--- src/cnt_out_cfg.svh ---
// Timing figures and reset values for the counter output block
`ifndef CNT_OUT_CFG_SVH
`define CNT_OUT_CFG_SVH

`define COS_CLK_PERIOD_NS 20
`define COS_VALID_TIME_NS 160
`define COS_PULSE_TIME_NS 80
`define COS_PIN_IDLE 1'b1
`define COS_FILT_LEVEL_RST 1'b1
`define COS_COUNT_WIDTH 24

`endif

--- src/cnt_out_pkg.sv ---
// Types shared by the counter output block
package cnt_out_pkg;

    typedef enum logic [1:0] {
        OUT_PULSE_LOW,
        OUT_TOGGLE,
        OUT_PULSE_HIGH,
        OUT_COMPARE
    } out_pair_e;

    typedef enum logic [1:0] {
        QUAD_OFF,
        QUAD_X1,
        QUAD_X2,
        QUAD_X4
    } quad_mode_e;

endpackage

--- src/quad_filter_if.sv ---
// Raw and filtered count inputs between the top and the input filter
`timescale 1ns/10ps
`default_nettype none

interface quad_filter_if;
    logic [1:0] raw;
    logic [1:0] filt;

    modport src
    (
        output raw,
        input filt
    );

    modport flt
    (
        input raw,
        output filt
    );
endinterface

`default_nettype wire

--- src/quad_filter.sv ---
// Stability filter for the two quadrature count inputs
`include "cnt_out_cfg.svh"
`timescale 1ns/10ps
`default_nettype none

module quad_filter #(
    parameter int VALID_CYC = 8
)
(
    // Clock and reset
    input wire logic clk_i,
    input wire logic rst_n_i,
    // Inputs and filtered levels
    quad_filter_if.flt qf
);
    localparam int CW = $clog2(VALID_CYC + 1);
    localparam logic [CW-1:0] LAST = CW'(VALID_CYC - 1);

    typedef struct packed {
        logic [1:0] level;
        logic [1:0][CW-1:0] cnt;
    } filt_s;

    filt_s s_reg;
    filt_s s_next;

    always_comb
    begin
        s_next = s_reg;
        for (int i = 0; i < 2; i++)
        begin
            if (qf.raw[i] == s_reg.level[i])
            begin
                s_next.cnt[i] = '0;
            end
            else if (s_reg.cnt[i] == LAST)
            begin
                s_next.level[i] = qf.raw[i];
                s_next.cnt[i] = '0;
            end
            else
            begin
                s_next.cnt[i] = s_reg.cnt[i] + CW'(1);
            end
        end
    end

    always_ff @(posedge clk_i or negedge rst_n_i)
    begin
        if (!rst_n_i)
        begin
            s_reg.level <= {2{`COS_FILT_LEVEL_RST}};
            s_reg.cnt <= '0;
        end
        else
        begin
            s_reg <= s_next;
        end
    end

    assign qf.filt = s_reg.level;
endmodule

`default_nettype wire

--- src/counter_output_select_qualify.sv ---
// Up/down counter with selectable carry, borrow and compare output pins
`include "cnt_out_cfg.svh"
`timescale 1ns/10ps
`default_nettype none

module counter_output_select_qualify #(
    parameter int WIDTH = `COS_COUNT_WIDTH
)
(
    // Clock and reset
    input wire logic sys_clk_i,
    input wire logic rstn_i,
    // Count inputs
    input wire logic in_a_i,
    input wire logic in_b_i,
    // Mode settings
    input wire logic [1:0] output_control_setting_i,
    input wire logic [1:0] quad_mode_i,
    input wire logic dir_input_mode_i,
    input wire logic count_enable_i,
    input wire logic non_recycle_i,
    input wire logic divide_n_i,
    // Commands
    input wire logic master_reset_i,
    input wire logic counter_reset_i,
    input wire logic compare_toggle_clear_i,
    input wire logic counter_load_input_n_i,
    input wire logic [WIDTH-1:0] preset_value_i,
    // Output pins
    output logic carry_out_o,
    output logic borrow_out_o,
    // Status
    output logic carry_toggle_level_o,
    output logic borrow_toggle_level_o,
    output logic compare_toggle_level_o,
    output logic count_up_o,
    output logic [WIDTH-1:0] main_counter_o
);
    // Longest validation time rounds down, pulse width rounds up
    localparam int VALID_CYC = `COS_VALID_TIME_NS / `COS_CLK_PERIOD_NS;
    localparam int PULSE_CYC = (`COS_PULSE_TIME_NS + `COS_CLK_PERIOD_NS - 1)
                               / `COS_CLK_PERIOD_NS;
    localparam int SW = $clog2(PULSE_CYC + 1);
    localparam logic [SW-1:0] PULSE_LOAD = SW'(PULSE_CYC);

    typedef struct packed {
        logic a_prev;
        logic b_prev;
        logic [WIDTH-1:0] cnt;
        logic run;
        logic cmp_armed;
        logic up;
        logic carry_toggle_level;
        logic borrow_toggle_level;
        logic compare_toggle_level;
        logic [SW-1:0] cy_str;
        logic [SW-1:0] bw_str;
        logic [SW-1:0] cmp_str;
        logic pin_cy;
        logic pin_bw;
    } state_s;

    state_s s_reg;
    state_s s_next;
    logic [1:0] rst_sync_reg;
    logic rst_n;
    cnt_out_pkg::out_pair_e sel;
    cnt_out_pkg::quad_mode_e qmode;
    logic a_in;
    logic b_in;
    logic a_rise;
    logic a_fall;
    logic b_rise;
    logic a_edge;
    logic b_edge;
    logic inc;
    logic dec;
    logic evt;
    logic carry;
    logic borrow;
    logic cmp_hit;

    quad_filter_if qf();

    // Pulse stretcher: reload on an event, else run down to zero
    function automatic logic [SW-1:0] stretch(input logic [SW-1:0] cur, input logic fire);
        logic [SW-1:0] res;
        res = cur;
        if (fire)
        begin
            res = PULSE_LOAD;
        end
        else if (cur != '0)
        begin
            res = cur - SW'(1);
        end
        return res;
    endfunction

    // Reset released through two flops, asserted at once
    always_ff @(posedge sys_clk_i or negedge rstn_i)
    begin
        if (!rstn_i)
        begin
            rst_sync_reg <= 2'h0;
        end
        else
        begin
            rst_sync_reg <= {rst_sync_reg[0], 1'b1};
        end
    end

    assign rst_n = rst_sync_reg[1];
    assign qf.raw = {in_b_i, in_a_i};
    assign sel = cnt_out_pkg::out_pair_e'(output_control_setting_i);
    assign qmode = cnt_out_pkg::quad_mode_e'(quad_mode_i);

    quad_filter #(
        .VALID_CYC(VALID_CYC)
    ) u_filter (
        .clk_i(sys_clk_i),
        .rst_n_i(rst_n),
        .qf(qf.flt)
    );

    always_comb
    begin
        s_next = s_reg;
        a_in = (qmode == cnt_out_pkg::QUAD_OFF) ? in_a_i : qf.filt[0];
        b_in = (qmode == cnt_out_pkg::QUAD_OFF) ? in_b_i : qf.filt[1];
        a_rise = a_in & ~s_reg.a_prev;
        a_fall = ~a_in & s_reg.a_prev;
        b_rise = b_in & ~s_reg.b_prev;
        a_edge = a_in ^ s_reg.a_prev;
        b_edge = b_in ^ s_reg.b_prev;
        s_next.a_prev = a_in;
        s_next.b_prev = b_in;
        inc = 1'b0;
        dec = 1'b0;
        case (qmode)
            cnt_out_pkg::QUAD_OFF:
            begin
                if (dir_input_mode_i)
                begin
                    inc = a_rise & ~b_in;
                    dec = a_rise & b_in;
                end
                else
                begin
                    // idle input is held high by source
                    inc = a_rise;
                    dec = b_rise;
                end
            end
            cnt_out_pkg::QUAD_X1:
            begin
                inc = a_rise & ~b_in;
                dec = a_fall & ~b_in;
            end
            cnt_out_pkg::QUAD_X2:
            begin
                inc = a_edge & (a_in != b_in);
                dec = a_edge & (a_in == b_in);
            end
            cnt_out_pkg::QUAD_X4:
            begin
                inc = (a_edge & (a_in != b_in)) | (b_edge & (a_in == b_in));
                dec = (a_edge & (a_in == b_in)) | (b_edge & (a_in != b_in));
            end
            default:
            begin
                inc = 1'b0;
                dec = 1'b0;
            end
        endcase
        // Opposing counts in one cycle cancel
        evt = (inc ^ dec) & count_enable_i & s_reg.run;
        carry = evt & inc & (s_reg.cnt == {WIDTH{1'b1}});
        borrow = evt & dec & (s_reg.cnt == '0);
        // match only counts once a count edge has rearmed it
        cmp_hit = s_reg.cmp_armed & (s_reg.cnt == preset_value_i);
        s_next.cmp_armed = 1'b0;

        if (evt)
        begin
            s_next.up = inc;
            s_next.cnt = inc ? s_reg.cnt + WIDTH'(1) : s_reg.cnt - WIDTH'(1);
            s_next.cmp_armed = 1'b1;
            // Reload in divide-by-N; rate limit is the source's job
            if ((carry | borrow) & divide_n_i)
            begin
                s_next.cnt = preset_value_i;
            end
            if ((carry | borrow) & non_recycle_i)
            begin
                s_next.run = 1'b0;
            end
        end
        s_next.carry_toggle_level = s_reg.carry_toggle_level ^ carry;
        s_next.borrow_toggle_level = s_reg.borrow_toggle_level ^ borrow;
        // A hit in the clear cycle still flips the level
        s_next.compare_toggle_level = (compare_toggle_clear_i ? 1'b0 : s_reg.compare_toggle_level) ^ cmp_hit;

        // no external carry or borrow pulse in non-recycle
        s_next.cy_str = stretch(s_reg.cy_str, carry & ~non_recycle_i);
        s_next.bw_str = stretch(s_reg.bw_str, borrow & ~non_recycle_i);
        s_next.cmp_str = stretch(s_reg.cmp_str, cmp_hit);

        if (master_reset_i | counter_reset_i)
        begin
            s_next.cnt = '0;
            s_next.carry_toggle_level = 1'b0;
            s_next.borrow_toggle_level = 1'b0;
            s_next.run = 1'b1;
            s_next.cmp_armed = 1'b0;
        end
        else if (!counter_load_input_n_i)
        begin
            s_next.cnt = preset_value_i;
            s_next.run = 1'b1;
            s_next.cmp_armed = 1'b0;
        end
        if (master_reset_i)
        begin
            s_next.compare_toggle_level = 1'b0;
            s_next.up = 1'b1;
            s_next.cy_str = '0;
            s_next.bw_str = '0;
            s_next.cmp_str = '0;
        end

        case (sel)
            cnt_out_pkg::OUT_PULSE_LOW:
            begin
                s_next.pin_cy = s_next.cy_str == '0;
                s_next.pin_bw = s_next.bw_str == '0;
            end
            cnt_out_pkg::OUT_TOGGLE:
            begin
                s_next.pin_cy = s_next.carry_toggle_level;
                s_next.pin_bw = s_next.borrow_toggle_level;
            end
            cnt_out_pkg::OUT_PULSE_HIGH:
            begin
                s_next.pin_cy = s_next.cy_str != '0;
                s_next.pin_bw = s_next.bw_str != '0;
            end
            cnt_out_pkg::OUT_COMPARE:
            begin
                s_next.pin_cy = s_next.cmp_str == '0;
                s_next.pin_bw = s_next.compare_toggle_level;
            end
            default:
            begin
                s_next.pin_cy = `COS_PIN_IDLE;
                s_next.pin_bw = `COS_PIN_IDLE;
            end
        endcase
    end

    // Prev levels reset high to match idle inputs
    always_ff @(posedge sys_clk_i or negedge rst_n)
    begin
        if (!rst_n)
        begin
            s_reg <= '0;
            s_reg.a_prev <= `COS_FILT_LEVEL_RST;
            s_reg.b_prev <= `COS_FILT_LEVEL_RST;
            s_reg.run <= 1'b1;
            s_reg.up <= 1'b1;
            s_reg.pin_cy <= `COS_PIN_IDLE;
            s_reg.pin_bw <= `COS_PIN_IDLE;
        end
        else
        begin
            s_reg <= s_next;
        end
    end

    assign carry_out_o = s_reg.pin_cy;
    assign borrow_out_o = s_reg.pin_bw;
    assign carry_toggle_level_o = s_reg.carry_toggle_level;
    assign borrow_toggle_level_o = s_reg.borrow_toggle_level;
    assign compare_toggle_level_o = s_reg.compare_toggle_level;
    assign count_up_o = s_reg.up;
    assign main_counter_o = s_reg.cnt;
endmodule

`default_nettype wire

--- config.mk ---
export PLATFORM = sky130hd
export DESIGN_NAME = counter_output_select_qualify
export DESIGN_NICKNAME = d
export VERILOG_FILES = /design/src/cnt_out_pkg.sv /design/src/quad_filter_if.sv /design/src/quad_filter.sv /design/src/counter_output_select_qualify.sv
export VERILOG_INCLUDE_DIRS = /design/src /design/src/src
export SDC_FILE = /design/constraint.sdc
export NUM_CORES = 1
export LEC_CHECK = 0
export ABC_AREA = 0
export BUFFER_PORTS_ARGS = -buffer_cell sky130_fd_sc_hd__buf_2
export CELL_PAD_IN_SITES_DETAIL_PLACEMENT = 0
export CELL_PAD_IN_SITES_GLOBAL_PLACEMENT = 2
export CORE_ASPECT_RATIO = 0.8
export CORE_MARGIN = 2
export CORE_UTILIZATION = 32
export CTS_CLUSTER_DIAMETER = 100
export DETAILED_ROUTE_END_ITERATION = 6
export PLACE_DENSITY = 0.74
export SLEW_MARGIN = 10
export SYNTH_ARGS = -nofsm -noshare
export SYNTH_HDL_FRONTEND = slang
export SYNTH_HIERARCHICAL = 1
export SYNTH_SLANG_ARGS = --single-unit
--- constraint.sdc ---
create_clock -name sys_clk_i -period 1.47 [get_ports sys_clk_i]
set_input_delay 0.294 -clock sys_clk_i [delete_from_list [all_inputs] [get_ports sys_clk_i]]
set_output_delay 0.294 -clock sys_clk_i [all_outputs]
set_load 0.01 [all_outputs]
After elaboration in Yosys (flattened, before gate mapping) --
Index checks and enable logic that the tools add are counted.
Storage, ports and cells: register bits 55, output and inout bits 30
Operators by class: add/subtract/negate cells 7, equality and inequality tests 16, multiplexer cells 27, bitwise logic cells 38, reduce and logical (&&, ||, !) cells 15
Operators by type and width (number):
- two-way mux 26 bit | 2
- two-way mux 24 bit | 2
- two-way mux 27 bit | 1
- adder 24 x 1 -> 24 bit (second input constant) | 1
- equality test 24 bit | 1
- equality test 24 bit (second input constant) | 1
- zero test 24 bit | 1
- subtractor 24 x 1 -> 24 bit (second input constant) | 1
- bitwise AND 1 bit | 21
- two-way mux 3 bit | 6
- two-way mux 4 bit | 4
- nonzero test 3 bit | 5
- two-way mux 10 bit | 1
- zero test 3 bit | 3
- subtractor 3 x 1 -> 3 bit (second input constant) | 3
- adder 4 x 1 -> 4 bit (second input constant) | 2
- equality test 2 bit (second input constant) | 4
- equality test 4 x 3 -> 1 bit (second input constant) | 2
- one-hot mux 1 bit (4 select lines) | 2
- one-hot mux 2 bit (4 select lines) | 1
- two-way mux 1 bit | 7
- inverter 1 bit | 7
- inequality test 3 x 1 -> 1 bit (second input constant) | 2
- AND reduction 2 bit | 3
- other kinds (8) | 20

Logic depth before layout (Yosys ltp) --
depth after elaboration 17, depth in mapped cells 16, depth with buffers taken out 14

By module --
The synthesis kept the hierarchy.
By module, submodules not included:
- counter_output_select_qualify | times used 1, cells an instance 516, area each 4449.3 um^2, seq. area each 1133.6 um^2
- quad_filter | times used 1, cells an instance 38, area each 452.9 um^2, seq. area each 252.7 um^2

Worst setup path after synthesis --
OpenSTA, ideal clock, no wires.
path type input to register, start input port quad_mode_i[1], end register s_reg (netlist bit main_counter_o[20]), library setup time 126 ps, arrival time 3584 ps, data required time 1344 ps, path slack -2240 ps, cell stages on the path 15, buffers on the path 1, path through nor2_1 > mux2_2 > ha_1 > nor2b_1 > a32oi_1 > and2_1 > buf_6 > ha_1 > a21o_1 > a221oi_4 > a2111oi_4 > o2111ai_1 > nand3_1 > xor2_1 > a221o_1
On the way: longest elaborated chain between the ends 17, elaborated cells on any way between the ends 43
Ends and longest elaborated chain:
- start, declared | line counter_output_select_qualify.sv:18 | input wire logic [1:0] quad_mode_i,
- zero test 2 bit (*) | line counter_output_select_qualify.sv:129 | a_in = (qmode == cnt_out_pkg::QUAD_OFF) ? in_a_i : qf.filt[0];
- two-way mux 1 bit (*) | line counter_output_select_qualify.sv:129
- net a_in | line counter_output_select_qualify.sv:69 | logic a_in;
- bitwise XOR 1 bit, or another cell as far along | line counter_output_select_qualify.sv:134 | a_edge = a_in ^ s_reg.a_prev;
- bitwise AND 1 bit, or another cell as far along | line counter_output_select_qualify.sv:162, counter_output_select_qualify.sv:167
- bitwise OR 1 bit, or another cell as far along | line counter_output_select_qualify.sv:167 | inc = (a_edge & (a_in != b_in)) | (b_edge & (a_in == b_in));
- one-hot mux 1 bit (4 select lines) | line counter_output_select_qualify.sv:140 | case (qmode)
- bitwise XOR 1 bit | line counter_output_select_qualify.sv:177 | evt = (inc ^ dec) & count_enable_i & s_reg.run;
- bitwise AND 1 bit (2 in series) | line counter_output_select_qualify.sv:177
- bitwise AND 1 bit (on tied branches) (2 in series) | line counter_output_select_qualify.sv:178, counter_output_select_qualify.sv:179
- bitwise OR 1 bit | line counter_output_select_qualify.sv:190 | if ((carry | borrow) & divide_n_i)
- bitwise AND 1 bit | line counter_output_select_qualify.sv:190
- two-way mux 24 bit | line counter_output_select_qualify.sv:190
- two-way mux 27 bit | line counter_output_select_qualify.sv:184 | if (evt)
- two-way mux 26 bit | line counter_output_select_qualify.sv:217 | else if (!counter_load_input_n_i)
- two-way mux 26 bit | line counter_output_select_qualify.sv:209 | if (master_reset_i | counter_reset_i)
- end signal, assigned | line counter_output_select_qualify.sv:276 | s_reg <= s_next;
- end, declared | line counter_output_select_qualify.sv:63 | state_s s_reg;
Mark *: on every way through the listed nets, which the timed path passes. The rest lies on a longest branch. The select of a mux whose other input is x is not followed. A chain may end at the register's enable or synchronous reset.

Worst setup path in the final report --
start register u_filter.s_reg (netlist bit u_filter/qf.filt[0]), end register s_reg (netlist bit main_counter_o[18])
On the way: longest elaborated chain between the ends 16, elaborated cells on any way between the ends 35
Ends and longest elaborated chain:
- start, declared | line quad_filter.sv:24 | filt_s s_reg;
- start signal, assigned | line quad_filter.sv:57 | s_reg <= s_next;
- two-way mux 1 bit (*) | line counter_output_select_qualify.sv:129
- net a_in | line counter_output_select_qualify.sv:69
- bitwise XOR 1 bit, or another cell as far along | line counter_output_select_qualify.sv:134
- bitwise AND 1 bit, or another cell as far along | line counter_output_select_qualify.sv:162, counter_output_select_qualify.sv:167
- bitwise OR 1 bit, or another cell as far along | line counter_output_select_qualify.sv:167
- one-hot mux 1 bit (4 select lines) | line counter_output_select_qualify.sv:140
- bitwise XOR 1 bit | line counter_output_select_qualify.sv:177
- bitwise AND 1 bit (2 in series) | line counter_output_select_qualify.sv:177
- bitwise AND 1 bit (on tied branches) (2 in series) | line counter_output_select_qualify.sv:178, counter_output_select_qualify.sv:179
- bitwise OR 1 bit | line counter_output_select_qualify.sv:190
- bitwise AND 1 bit | line counter_output_select_qualify.sv:190
- two-way mux 24 bit | line counter_output_select_qualify.sv:190
- two-way mux 27 bit | line counter_output_select_qualify.sv:184
- two-way mux 26 bit | line counter_output_select_qualify.sv:217
- two-way mux 26 bit | line counter_output_select_qualify.sv:209
Marked as above.

==> results.md <==
* VDD IR max at a little over 0.9 mV
* Ys async rst share at 100%
* Vias/cell at 5.25
* Distinct cell type count after synthesis at 72
* Final Cycle Share at 240%
* Reg2reg end: main_counter_o[18]
* R2R Setup Slk at -2.06 ns
* Power Density at around 1900 nW/µm²
* All-Layer GR Usage at between 20% and 30%
* WHS Path Cells at 2
* Number of cells on the worst reg-to-reg path at 15
* Post-synthesis cell count at 554
* DR top layer: met4
* Max-cap violation count at 0
* Synthesized Nets at 630
* Iteration-0 DRC Markers at 289
* CTS root buffer: clkbuf_16
* Worst r2r src: u_filter/qf.filt[0]
* Mapped Area at 4900 µm²
* Min-delay worst type: input pin to flop
* CTS tree: built
* Avg Cell Area, Syn at around 8.8 µm²
* CP arrival at approximately 3.8 ns
* EDFF count, synth at 0
* Number of global-route vias before repair at 5,257
* CP Capture Type: flop
* DR WL met3 at slightly above 900 µm
* Nets@finish at 882
* RSZ-0062 raised after global routing: true
* ANT nets after route at 0
* Largest net degree at the start of global routing at 26
* Die height at 115 µm
* Clk slew on worst S/H paths at 0.08 ns
* Synth warn at 6
* Gr ovfl total at 0
* WS Path Type: flop to flop
* Final Max Slew Viols at 0
* Placement Rows at 40
* Final core occ at 51.7%
* Hold Vio Cnt, Final at 0
* Initial antenna violation count at 0
* M1 WL at 8530 µm
* Placed cell count at roughly 960
* Die W at 142 µm
* Synth Flop Type: dfrtp_1
* Die area at around 16,000 µm²
* I/O pin count at 70
* Metal2 WL at between 8000 and 9000 µm
* Slew margin rel. at approximately two thirds
* Routed WL per cell at approximately 18 µm
* Worst Path Required at ~1.7 ns
* Failing checks: negative setup slack
* Area delta synth->final at 58.3%
* Number of CTS-inserted buffers at 5
* H-tree Lvls at 2
* Post-DP HPWL at ~14,000 µm
* Initial core utilization at 32.7%
* Worst-Margin Slew at 0.490 ns
* Vias at 5,230
* Leak at approximately 0.0037 µW
* Layout cells sized above 1 at between 50 and 60%
* Crit path time final at approximately 3.5 ns
* Clk Latency, worst-skew pair at approximately 0.31 ns
* Maximum clock insertion buffer count at 2
* Final setup viols at 41
* Largest register FFs at 24
* #FFs+latches synth at 55
* Final GP Congestion at about 0.86
* Ant diodes at 0
* CTS Sinks at 55
* Nature of the critical path startpoint: flop
* Port bufs at 69
* Worst Hold Endpoint: main_counter_o[17]
* Clock skew at 0.00837 ns
* DRC viols at 0
* FMAX at between 0.2 and 0.3 GHz
* Status: finished with violations
* Core box area at 15,000 µm²
* Worst Min Path Start: preset_value_i[17]
* Drt first pass iters at 5
* Final WL at 18,300 µm
* Post-synthesis sequential area ratio at 28.3%
* First-pass GRT wire length at 28,400 µm
* Crit-path max FO at 6
* Finished Layout Cells at between 900 and 1,000
* Min Hold Slack at 0.264 ns
* Setup WS post-layout at -2.06 ns
[cells in the mapped netlist (6+ instances only)]
master / number / area, µm²
dfrtp_1: 47 / 1180
inv_1: 27 / 101
nor3_1: 18 / 90.1
nor4_1: 13 / 81.3
dfstp_2: 8 / 210
mux2i_1: 6 / 60.1
a211oi_1: 6 / 45.0
buf_4: 27 / 203
xor2_1: 24 / 210
xnor2_1: 28 / 245
and3_1: 8 / 50.1
nand4_1: 17 / 106
nor2b_1: 10 / 62.6
ha_1: 35 / 438
nand2_1: 35 / 131
nor2_1: 37 / 139
a21o_1: 10 / 75.1
nand3_1: 11 / 55.1
o21a_1: 7 / 52.6
nand2b_1: 7 / 43.8
o21ai_0: 15 / 75.1
o211ai_1: 11 / 82.6
clkbuf_1: 9 / 33.8
a221o_1: 13 / 130
a21oi_1: 31 / 155
[worst max-delay path, stage by stage, from the launching register on]
cell      delay (ns)
dfstp_2         0.38
mux2_4          0.28
ha_4            0.28
nor2b_4         0.04
a32oi_4         0.25
and2_4          0.30
buf_4           0.16
ha_4            0.20
a21oi_2         0.17
o211ai_1        0.13
a41o_1          0.30
buf_4           0.17
o21a_1          0.22
o311ai_2        0.32
nand3_1         0.13
o211ai_1        0.10
[kinds of logic (layout without fill, tap and decap cells)]
| kind of cell | after synthesis | after routing | synth area share, % |
|---|---|---|---|
| simple gates | 183 | 185 | 19.6 |
| mux | 12 | 12 | 2.81 |
| fa+ha+maj | 36 | 36 | 9.34 |
| compound gates | 143 | 143 | 22.3 |
| other cells | 1 | 1 | 0.0765 |
| xor+xnor | 52 | 52 | 9.29 |
| flops | 55 | 55 | 28.3 |
| buf+inv | 72 | 323 | 8.32 |
[per-stage QoR]
stage / setup slack (ns) / setup TNS, ns / total power, µW / area [µm²]
floorplan: -2.00 / -48.13 / 7880 / 5120
global route: -2.16 / -63.51 / 16000 / 7760
detailed placement: -2.38 / -68.07 / 11300 / 6800
CTS: -2.02 / -56.25 / 13800 / 7370
global placement: -2.33 / -65.77 / 11100 / 6800
finish: -2.06 / -59.03 / 14900 / 7760
[power by group]
group | switching [µW] | leakage [µW] | internal (µW)
Clock | 630 | 0.0000664 | 641
Combinational | 5580 | 0.00295 | 5960
Sequential | 267 | 0.000708 | 1850
[worst max-delay path by stage]
stage	start	endpoint	slack (ns)	cells past startpoint
5_1_grt	u_filter/qf.filt[0]	main_counter_o[19]	-2.16	13
4_1_cts	u_filter/qf.filt[0]	main_counter_o[20]	-2.02	13
2_1_floorplan	u_filter/qf.filt[0]	main_counter_o[20]	-2.00	15
6_report	u_filter/qf.filt[0]	main_counter_o[18]	-2.06	15
3_5_place_dp	quad_mode_i[1]	main_counter_o[19]	-2.38	16
3_3_place_gp	quad_mode_i[1]	main_counter_o[12]	-2.33	15
[repair_timing]
action,CTS,global route
resized for setup,64,54
setup endpoints to repair,41,42
hold endpoints to repair,2,0
hold buffers,1,0
gates cloned,2,0
pin swaps,51,51
buffers inserted,11,24
[placed cells by master (no fill, tap or decap), types with 4 or more instances in the layout]
| cell type | count |
|---|---|
| buf_4 | 193 |
| buf_2 | 69 |
| dfrtp_1 | 41 |
| nor2_1 | 34 |
| nand2_1 | 32 |
| inv_1 | 25 |
| ha_1 | 25 |
| xor2_1 | 23 |
| buf_6 | 22 |
| xnor2_1 | 21 |
| nand4_1 | 17 |
| a21oi_1 | 17 |
| a21oi_2 | 13 |
| a221o_1 | 13 |
| nor3_1 | 12 |
| o211ai_1 | 11 |
| nor4_1 | 10 |
| a21o_1 | 10 |
| o21ai_0 | 9 |
| nand3_1 | 9 |
| ha_4 | 9 |
| nor2b_1 | 8 |
| dfstp_2 | 8 |
| nand2b_1 | 7 |
| o21a_1 | 7 |
| o21ai_1 | 6 |
| xnor2_2 | 6 |
| and3_1 | 6 |
| dfrtp_2 | 6 |
| mux2_4 | 5 |
| nor3_2 | 5 |
| mux2i_1 | 5 |
| clkbuf_16 | 5 |
| nor2_2 | 4 |
| nand3b_1 | 4 |
| and2_4 | 4 |
| a32oi_1 | 4 |
[layout make-up]
cell class / instances / area (µm²)
timing repair buffer: 288 / 2110
tap: 189 / 236
multi-input combinational: 429 / 3760
inverter: 27 / 106
fill: 1373 / 7250
clock buffer: 5 / 125
sequential: 55 / 1390
clock inverter: 3 / 23.8
[layer usage]
metal	GRT usage, %	vias up
met5	0	-
met4	5.87	0
met1	31.9	2568
met2	36.2	125
li1	-	2522
met3	2.76	15
Note: power is estimated with default switching activity, not from simulation.
